**src/pkg/flash_status_pkg.sv**
```systemverilog
// Package with constants for the flash status polling controller.
package flash_status_pkg;
   localparam int CLK_MHZ            = 50;
   localparam int DATA_W             = 16;
   localparam int ADDR_W             = 23;
   localparam int BIT_POLL           = 7;
   localparam int BIT_TOGGLE         = 6;
   localparam int BIT_LIMIT          = 5;
   localparam int BIT_WINDOW         = 3;
   localparam int BIT_SECT_TOGGLE    = 2;
   localparam int BIT_ABORT          = 1;
   // Bus cycle: address/CE/OE set up, data sampled at the end.
   localparam int READ_NS            = 120;
   localparam int READ_CYC           = (READ_NS * CLK_MHZ + 999) / 1000;
   localparam int WRITE_NS           = 80;
   localparam int WRITE_CYC          = (WRITE_NS * CLK_MHZ + 999) / 1000;
   localparam int GAP_CYC            = 2;
   localparam logic [DATA_W-1:0] CMD_RESET       = 16'h00F0;
   localparam logic [DATA_W-1:0] CMD_ABORT_RST_A = 16'h00AA;
   localparam logic [DATA_W-1:0] CMD_ABORT_RST_B = 16'h0055;
   localparam logic [DATA_W-1:0] CMD_ABORT_RST_C = 16'h00F0;
   localparam logic [ADDR_W-1:0] ADDR_UNLOCK_A   = 23'h000555;
   localparam logic [ADDR_W-1:0] ADDR_UNLOCK_B   = 23'h0002AA;
   localparam logic [2:0] RES_NONE   = 3'h0;
   localparam logic [2:0] RES_DONE   = 3'h1;
   localparam logic [2:0] RES_FAIL   = 3'h2;
   localparam logic [2:0] RES_ABORT  = 3'h3;
   localparam logic [2:0] RES_BUSY   = 3'h4;
   localparam logic [2:0] RES_WINDOW = 3'h5;
endpackage

```
**src/hdl/flash_status_poller.sv**
```systemverilog
// Host-side controller that polls flash write status and recovers from failures.
//
// Summary of operation
// Read status twice, compare toggle bit.
// Same toggle value means operation done.
// Toggling and limit flag high: recheck toggle.
// Still toggling after recheck: fail, send reset.
// Leaving polling restarts check from first read.
// Device raises limit flag on overrun.
// Programming one over zero may trip limit.
// After limit failure, host writes reset command.
// Window flag zero during acceptance, then one.
// Each added sector erase restarts window.
// Fast erase adders need not check window.
// Window flag one: commands ignored until done.
// Check window flag before and after adding.
// Buffer abort flag needs abort reset sequence.
// Status reads use a valid target address.
// Buffer program polls last loaded address.
// Erase polling bit reads zero until done.
// Program polling bit reads inverted data.
// Toggle bit inverts per read while busy.
// Sector toggle bit inverts in erasing sectors.
`timescale 1ns/1ps
module flash_status_poller
   import flash_status_pkg::*;
(
   input  wire logic              clk_i,
   input  wire logic              rst_b_i,
   input  wire logic              start_i,
   input  wire logic              window_check_i,
   input  wire logic              abandon_i,
   input  wire logic [ADDR_W-1:0] target_addr_i,
   output logic                   busy_o,
   output logic                   done_o,
   output logic [2:0]             result_o,
   output logic [DATA_W-1:0]      last_status_o,
   output logic [ADDR_W-1:0]      flash_addr_o,
   output logic                   flash_ce_b_o,
   output logic                   flash_oe_b_o,
   output logic                   flash_we_b_o,
   output logic [DATA_W-1:0]      flash_dq_o,
   output logic                   flash_dq_oe_o,
   input  wire logic [DATA_W-1:0] flash_dq_i
);
   typedef enum logic [6:0] {
      S_IDLE  = 7'h01,
      S_READ  = 7'h02,
      S_EVAL  = 7'h04,
      S_WRITE = 7'h08,
      S_GAP   = 7'h10,
      S_NEXT  = 7'h20,
      S_DONE  = 7'h40
   } state_t;

   state_t             state_reg, state_next;
   logic [7:0]         cnt_reg;
   logic [1:0]         reads_reg;
   logic               recheck_reg;
   logic               first_tog_reg;
   logic [DATA_W-1:0]  stat_reg;
   logic [1:0]         wr_idx_reg;
   logic [1:0]         wr_len_reg;
   logic               is_abort_reg;
   logic               win_mode_reg;
   logic [2:0]         res_reg;
   logic [ADDR_W-1:0]  tgt_reg;
   logic               after_wr_reg;

   wire logic cyc_end   = (state_reg == S_READ && cnt_reg == 8'(READ_CYC - 1)) ||
                          (state_reg == S_WRITE && cnt_reg == 8'(WRITE_CYC - 1)) ||
                          (state_reg == S_GAP && cnt_reg == 8'(GAP_CYC - 1));
   wire logic tog_now   = stat_reg[BIT_TOGGLE];
   wire logic toggled   = tog_now != first_tog_reg;
   wire logic limit_hi  = stat_reg[BIT_LIMIT];
   wire logic abort_hi  = stat_reg[BIT_ABORT];
   wire logic win_hi    = stat_reg[BIT_WINDOW];
   wire logic [DATA_W-1:0] wr_data =
      !is_abort_reg    ? CMD_RESET :
      wr_idx_reg == 2'h0 ? CMD_ABORT_RST_A :
      wr_idx_reg == 2'h1 ? CMD_ABORT_RST_B : CMD_ABORT_RST_C;
   wire logic [ADDR_W-1:0] wr_addr =
      !is_abort_reg      ? tgt_reg :
      wr_idx_reg == 2'h1 ? ADDR_UNLOCK_B : ADDR_UNLOCK_A;
   // The write strobe rises one cycle ahead of chip select so the data still stands when latched.
   wire logic we_low = (state_next == S_WRITE) &&
                       !(state_reg == S_WRITE && cnt_reg == 8'(WRITE_CYC - 2));

   always_comb begin
      state_next = state_reg;
      unique case (state_reg)
         S_IDLE:  if (start_i) state_next = S_READ;
         S_READ:  if (cyc_end) state_next = S_GAP;
         S_GAP:   if (cyc_end) state_next = after_wr_reg ? S_NEXT : S_EVAL;
         S_EVAL:  state_next = S_NEXT;
         S_WRITE: if (cyc_end) state_next = S_GAP;
         S_NEXT:  state_next = (res_reg == RES_NONE) ? S_READ :
                               (res_reg == RES_FAIL || res_reg == RES_ABORT) &&
                               wr_idx_reg != wr_len_reg ? S_WRITE : S_DONE;
         S_DONE:  state_next = S_IDLE;
         default: state_next = S_IDLE;
      endcase
   end

   always_ff @(posedge clk_i) begin
      if (!rst_b_i) begin
         state_reg    <= S_IDLE;
         cnt_reg      <= 8'h00;
         after_wr_reg <= 1'b0;
      end else begin
         state_reg <= state_next;
         cnt_reg   <= (state_next != state_reg || cyc_end) ? 8'h00 : cnt_reg + 8'h01;
         if (state_reg == S_READ || state_reg == S_WRITE) begin
            after_wr_reg <= (state_reg == S_WRITE);
         end
      end
   end

   // Status evaluation; ordering follows the toggle algorithm.
   always_ff @(posedge clk_i) begin
      if (!rst_b_i) begin
         reads_reg     <= 2'h0;
         recheck_reg   <= 1'b0;
         first_tog_reg <= 1'b0;
         stat_reg      <= 16'h0000;
         res_reg       <= RES_NONE;
         wr_idx_reg    <= 2'h0;
         wr_len_reg    <= 2'h0;
         is_abort_reg  <= 1'b0;
         win_mode_reg  <= 1'b0;
         tgt_reg       <= 23'h000000;
      end else if (state_reg == S_IDLE && start_i) begin
         reads_reg    <= 2'h0;
         recheck_reg  <= 1'b0;
         res_reg      <= RES_NONE;
         wr_idx_reg   <= 2'h0;
         win_mode_reg <= window_check_i;
         tgt_reg      <= target_addr_i;
      end else if (state_reg == S_READ && cyc_end) begin
         stat_reg <= flash_dq_i;
      end else if (state_reg == S_EVAL) begin
         first_tog_reg <= tog_now;
         if (reads_reg != 2'h2) begin
            reads_reg <= reads_reg + 2'h1;
         end
         if (win_mode_reg) begin
            res_reg <= win_hi ? RES_WINDOW : RES_BUSY;
         end else if (reads_reg == 2'h0) begin
            res_reg <= RES_NONE;
         end else if (!toggled) begin
            res_reg      <= abort_hi ? RES_ABORT : RES_DONE;
            is_abort_reg <= abort_hi;
            wr_len_reg   <= abort_hi ? 2'h3 : 2'h0;
         end else if (abort_hi) begin
            res_reg      <= RES_ABORT;
            is_abort_reg <= 1'b1;
            wr_len_reg   <= 2'h3;
         end else if (recheck_reg) begin
            res_reg      <= RES_FAIL;
            is_abort_reg <= 1'b0;
            wr_len_reg   <= 2'h1;
         end else if (limit_hi) begin
            recheck_reg <= 1'b1;
         end else if (abandon_i) begin
            res_reg <= RES_BUSY;
         end
      end else if (state_reg == S_WRITE && cyc_end) begin
         wr_idx_reg <= wr_idx_reg + 2'h1;
      end
   end

   // Bus pins and user outputs, all registered.
   always_ff @(posedge clk_i) begin
      if (!rst_b_i) begin
         flash_addr_o  <= 23'h000000;
         flash_ce_b_o  <= 1'b1;
         flash_oe_b_o  <= 1'b1;
         flash_we_b_o  <= 1'b1;
         flash_dq_o    <= 16'h0000;
         flash_dq_oe_o <= 1'b0;
         busy_o        <= 1'b0;
         done_o        <= 1'b0;
         result_o      <= RES_NONE;
         last_status_o <= 16'h0000;
      end else begin
         flash_addr_o  <= (state_next == S_WRITE) ? wr_addr : tgt_reg;
         flash_ce_b_o  <= !(state_next == S_READ || state_next == S_WRITE);
         flash_oe_b_o  <= !(state_next == S_READ);
         flash_dq_oe_o <= (state_next == S_WRITE);
         flash_dq_o    <= (state_next == S_WRITE) ? wr_data : 16'h0000;
         flash_we_b_o  <= !we_low;
         busy_o        <= (state_next != S_IDLE && state_next != S_DONE);
         done_o        <= (state_next == S_DONE);
         if (state_next == S_DONE) begin
            result_o <= res_reg;
         end
         last_status_o <= stat_reg;
      end
   end
endmodule

```
**config.mk**
```make
export PLATFORM = sky130hd
export DESIGN_NAME = flash_status_poller
export DESIGN_NICKNAME = d
export VERILOG_FILES = /design/src/pkg/flash_status_pkg.sv /design/src/hdl/flash_status_poller.sv
export SDC_FILE = /design/constraint.sdc
export NUM_CORES = 1
export LEC_CHECK = 0
export BUFFER_PORTS_ARGS = -buffer_cell sky130_fd_sc_hd__buf_2
export CORE_MARGIN = 1.5
export CORE_UTILIZATION = 40
export CTS_CLUSTER_SIZE = 12
export DETAILED_ROUTE_END_ITERATION = 12
export SLEW_MARGIN = 30
export SYNTH_ARGS = -nofsm -noshare
export SYNTH_HDL_FRONTEND = slang
export SYNTH_SLANG_ARGS = --single-unit
export TNS_END_PERCENT = 5
```
**constraint.sdc**
```tcl
create_clock -name clk_i -period 6.5 [get_ports clk_i]
set_input_delay 1.3 -clock clk_i [delete_from_list [all_inputs] [get_ports clk_i]]
set_output_delay 1.3 -clock clk_i [all_outputs]
set_load 0.02 [all_outputs]
```
; ---- After elaboration in Yosys (flattened, before gate mapping)
; Cells that the tools add are included.
[totals]
regBits = 132
inputBits = 44
out_inout_bits = 64
word_cells = 129
[classes]
reduce_logical = 36
add_sub_neg = 3
n_eq_ne = 25
n_mux = 31
bitwise = 9
[op_table]
columns = operator, count
row1 = 23-bit 2-to-1 mux, 2
row2 = 7-bit 2-to-1 mux, 5
row3 = 7-bit one-hot mux with 5 select lines, 1
row4 = 8-bit 2-to-1 mux, 3
row5 = 3-bit 2-to-1 mux, 7
row6 = "8-bit by 2-bit == test with 1-bit output, second input constant", 2
row7 = "7-bit by 2-bit == test with 1-bit output, second input constant", 2
row8 = "7-bit by 4-bit == test with 1-bit output, second input constant", 2
row9 = "6-bit by 5-bit != test with 1-bit output, second input constant", 2
row10 = 3-bit AND reduction, 4
row11 = 6-bit AND reduction, 2
row12 = 11-bit 2-to-1 mux, 1
row13 = 1-bit logical AND, 10
row14 = 2-bit 2-to-1 mux, 5
row15 = 1-bit NOT, 9
row16 = "8-bit by 1-bit adder with 8-bit output, second input constant", 1
row17 = "8-bit by 1-bit == test with 1-bit output, second input constant", 1
row18 = "8-bit by 3-bit == test with 1-bit output, second input constant", 1
row19 = "7-bit by 1-bit == test with 1-bit output, second input constant", 1
row20 = "7-bit by 3-bit == test with 1-bit output, second input constant", 1
row21 = "7-bit by 5-bit == test with 1-bit output, second input constant", 1
row22 = "7-bit by 6-bit == test with 1-bit output, second input constant", 1
row23 = "7-bit == test, second input constant", 1
row24 = "7-bit by 1-bit != test with 1-bit output, second input constant", 1
row25 = 19 further kinds, 38

; ---- Depth between registers and ports, before layout
[depth]
depth_word = 9
mapped_depth = 8
depth_no_buf = 7

; ---- Worst setup path after synthesis
; OpenSTA, ideal clock, no wires.
[synth_path]
kind = input-to-reg
from = in start_i
to = reg tgt_reg[10]
slack_ns = 4.176
required_time_ns = 6.430
cell_stages = 6
arrival_time_ns = 2.253
n_path_buf = 2
setup_time_ns = 0.070
path_cell_list = nor2b_1 and4b_1 buf_2 clkbuf_1 nand2_1 a21oi_1
[synth_via]
elab_chain_cells = 1
[synth_lines]
columns = item, line
row1 = from (decl), flash_status_poller.sv:30  ; input wire logic start_i,
row2 = 1-bit logical AND, flash_status_poller.sv:132  ; end else if (state_reg == S_IDLE && start_i) begin
row3 = to (signal assigned), flash_status_poller.sv:138  ; tgt_reg <= target_addr_i;
row4 = to (decl), flash_status_poller.sv:67  ; logic [ADDR_W-1:0] tgt_reg;
; Every way passes these cells.
; A chain may end at the register's enable or synchronous reset.

; ---- Final worst setup path
[layout_path]
from = reg state_reg[1]
to = reg cnt_reg[4]
[layout_via]
elab_chain_cells = 9
elab_cells_between_ends = 19
classes_between = eq/ne: 7 / mux: 4 / reduce/logical: 8
[layout_lines]
columns = item, line
row1 = from (decl), flash_status_poller.sv:56  ; state_t state_reg, state_next;
row2 = from (signal assigned), flash_status_poller.sv:111  ; state_reg <= state_next;
row3 = 7-bit by 2-bit == test with 1-bit output or 7-bit by 4-bit == test with 1-bit output (tied branches), "flash_status_poller.sv:70, flash_status_poller.sv:91, flash_status_poller.sv:71"
row4 = "1-bit logical AND, on equally long branches", "flash_status_poller.sv:70, flash_status_poller.sv:71"
row5 = 1-bit logical OR, flash_status_poller.sv:70  ; wire logic cyc_end = (state_reg == S_READ && cnt_reg == 8'(READ_CYC - 1)) ||
row6 = 1-bit logical OR, flash_status_poller.sv:71  ; (state_reg == S_WRITE && cnt_reg == 8'(WRITE_CYC - 1)) ||
row7 = "7-bit 2-to-1 mux, on equally long branches", "flash_status_poller.sv:93, flash_status_poller.sv:96, flash_status_poller.sv:94"
row8 = 7-bit one-hot mux with 5 select lines, flash_status_poller.sv:91  ; unique case (state_reg)
row9 = 7-bit != test, flash_status_poller.sv:112  ; cnt_reg <= (state_next != state_reg || cyc_end) ? 8'h00 : cnt_reg + 8'h01;
row10 = 1-bit logical OR *, flash_status_poller.sv:112
row11 = 2-bit OR reduction (no source line) *, n/a
row12 = to (signal assigned), flash_status_poller.sv:112
row13 = to (decl), flash_status_poller.sv:57  ; logic [7:0] cnt_reg;
; Mark *: on every way between the ends. The rest lies on a longest branch, timed or not.

==> impl_metrics.csv <==
group,metric,value,unit
timing,max_slew_margin,0.529,
drt,drtIter0Drc,125,
clocking,clkLatencyLatePin,0.52,ns
clocking,cts-root-buf,"clkbuf_8",
yosys,synth_async_sr_flop_share,0,
place,pre_cts_slack,3.32,ns
yosys,yosysSeqAreaShare,0.534,
layout,nets,620,
global_routing,overflow,0,
floorplan,die_h,109,µm
clocking,post_cts_buffers,0,
timing,drv_slew,0,
clocking,cts_max_level,4,
clocking,clock_path_buffers,2,
global_routing,grt_pass1_vias,3231,
yosys,ys_ff_latch,119,
timing,finalHoldViolCount,0,
drt,drc,0,
layout,fillCellCount,1011,
floorplan,initial_utilization,0.411,
layout,final_common_cell,"dfxtp_1",
status,outcome,"finished clean",
clocking,cts_buffers,17,
global_routing,antenna_found_initial,0,
floorplan,io_pins,108,
setup_path,endpoint_kind,"register",
timing,min_period,2.65,ns
timing,tightest_slew,0.699,ns
clocking,cts.hold.buffers_added,0,
place,port_buffers,99,
setup_path,arrival,3.05,ns
setup_path,crit_type,"reg -> reg",
yosys,synth_edf_count,0,
place,dp.cells,689,
timing,hold_slack,0.449,ns
floorplan,die_w,109,µm
timing,setup_viol,0,
power_and_ir_drop,power.leakage,2.63,nW
drt,antenna_left,0,
floorplan,core_region_area,10800,µm²
setup_path,start_kind,"register",
hold_path,hold_path.class,"reg -> reg",
setup_path,worstPathMaxFanout,18,
power_and_ir_drop,irDropWorstVdd,0.137,mV
yosys,synth_ff_type,"dfxtp_1",
layout,layout_common_cells,"119 x dfxtp_1, 99 x buf_2, 66 x nand2_1",
drt,vias_per_cell,4.76,
place,place.gp.congestion,0.809,
global_routing,grt_use_met3,0.0633,
timing,clock_skew,0.00552,ns
floorplan,num_rows,38,
yosys,avgSynthCellArea,9.39,µm²
layout,antenna_cells,0,
global_routing,grt_start_max_net_pins,30,
timing,setup_slack,3.85,ns
setup_path,crit_required,6.90,ns
run,cap_viol_max_count,0,
yosys,syn-cell-area,4460,µm²
layout,syn_to_final_growth,25.8,%
timing,fin_tns_setup,0,ns
timing,rsz0062_at_grt,"false",
layout,layout.cells.non_filler,721,
global_routing,grt_pass1_wl,15.0,mm
global_routing,met2_usage,0.253,
place,dp_hpwl,6.44,mm
timing,max_freq,377,MHz
drt,wl_per_cell,12.8,µm
timing,period_share,0.408,
clocking,clock-sinks,119,
layout,drive_gt1_frac,0.255,
clocking,cts_tree,"yes",
drt,drtPass1Iterations,4,
global_routing,grt_busiest_layer,"met2",
power_and_ir_drop,p_total,1.82,mW
global_routing,grtUsageTotal,0.167,
floorplan,die-area,11800,µm²
drt,wl,9.24,mm
power_and_ir_drop,power_density,325,nW/µm²
yosys,yosys_warnings,0,
yosys,ys_types,50,
yosys,syn-instance-count,475,
global_routing,grt.met1_usage,0.211,
clocking,cts.clk_slew.worst_paths,0.05,ns
drt,vias,3431,
clocking,cts_resized,0,
## power by group
| group | switching [mW] | leakage [nW] | total (mW) | internal (mW) |
|---|---|---|---|---|
| logic | 0.0558 | 1.36 | 0.0881 | 0.0323 |
| registers | 0.0108 | 0.965 | 0.759 | 0.749 |
| clock network | 0.326 | 0.299 | 0.976 | 0.651 |
## worst max-delay path, cell delays in order, from the launching register on
cell	delay, ns
dfxtp_1	0.51
or4b_1	0.49
or4_2	0.96
a21boi_4	0.27
nand4b_2	0.22
nor2_1	0.09
## cell families (layout without fill, tap and decap cells)
| family | count (synthesis) | after routing | share of synthesized area |
|---|---|---|---|
| mux | 21 | 21 | 0.0472 |
| flops | 119 | 119 | 0.534 |
| other cells | 1 | 8 | 0.000841 |
| buf+inv | 46 | 145 | 0.0530 |
| xor+xnor | 12 | 12 | 0.0236 |
| fa+ha+maj | 8 | 8 | 0.0225 |
| compound gates | 70 | 70 | 0.0977 |
| simple gates | 198 | 198 | 0.221 |
## routing by layer
layer,up-vias,wire length (µm)
li1,1749,-
met1,1557,4390
met2,110,4040
met3,15,658
met4,0,151
met5,-,0
## cells in the mapped netlist (all sizes together) (2+ instances only)
library cell	count	area (µm²)
dfxtp	119	2380
nand2	66	248
nor2	48	180
a21oi	43	226
and2	29	184
mux2i	21	210
buf	18	131
clkbuf	16	60.1
inv	12	45.0
nand3	12	60.1
nor3	9	50.1
ha	8	100
o21ai	8	43.8
xnor2	8	70.1
a21o	5	37.5
nor4	5	31.3
and3	4	25.0
nand2b	4	25.0
nor3b	4	30.0
xor2	4	35.0
a211oi	3	22.5
a31oi	3	18.8
nor2b	3	18.8
or3	3	18.8
nand3b	2	15.0
nand4b	2	23.8
o22ai	2	26.3
or2	2	12.5
or4	2	18.8
## per-stage QoR
step	instance area (µm²)	utilization
floorplan	4480	-
global placement	4970	0.459
detailed placement	4980	0.459
CTS	5610	0.517
global route	5610	0.518
finish	5610	0.518
## worst paths after layout
check | startpoint | end | slack, ns | depth (start not counted)
setup / recovery | state_reg[1] | cnt_reg[4] | 3.85 | 5
hold / removal | tgt_reg[22] | tgt_reg[22] | 0.45 | 2
hold reg to reg | tgt_reg[22] | tgt_reg[22] | 0.45 | 2
setup reg to reg | state_reg[1] | cnt_reg[4] | 3.85 | 5
## cell type report
type	instances	area, µm²	share of cell area
flip-flops and latches	119	2380	0.425
clock buffers	20	455	0.0812
multi-input cells	317	1870	0.333
well taps	140	175	0.0312
repair buffers	101	510	0.0910
clock inverters	12	174	0.0310
inverters	12	45.0	0.00803
(Power assumes the default switching activity.)
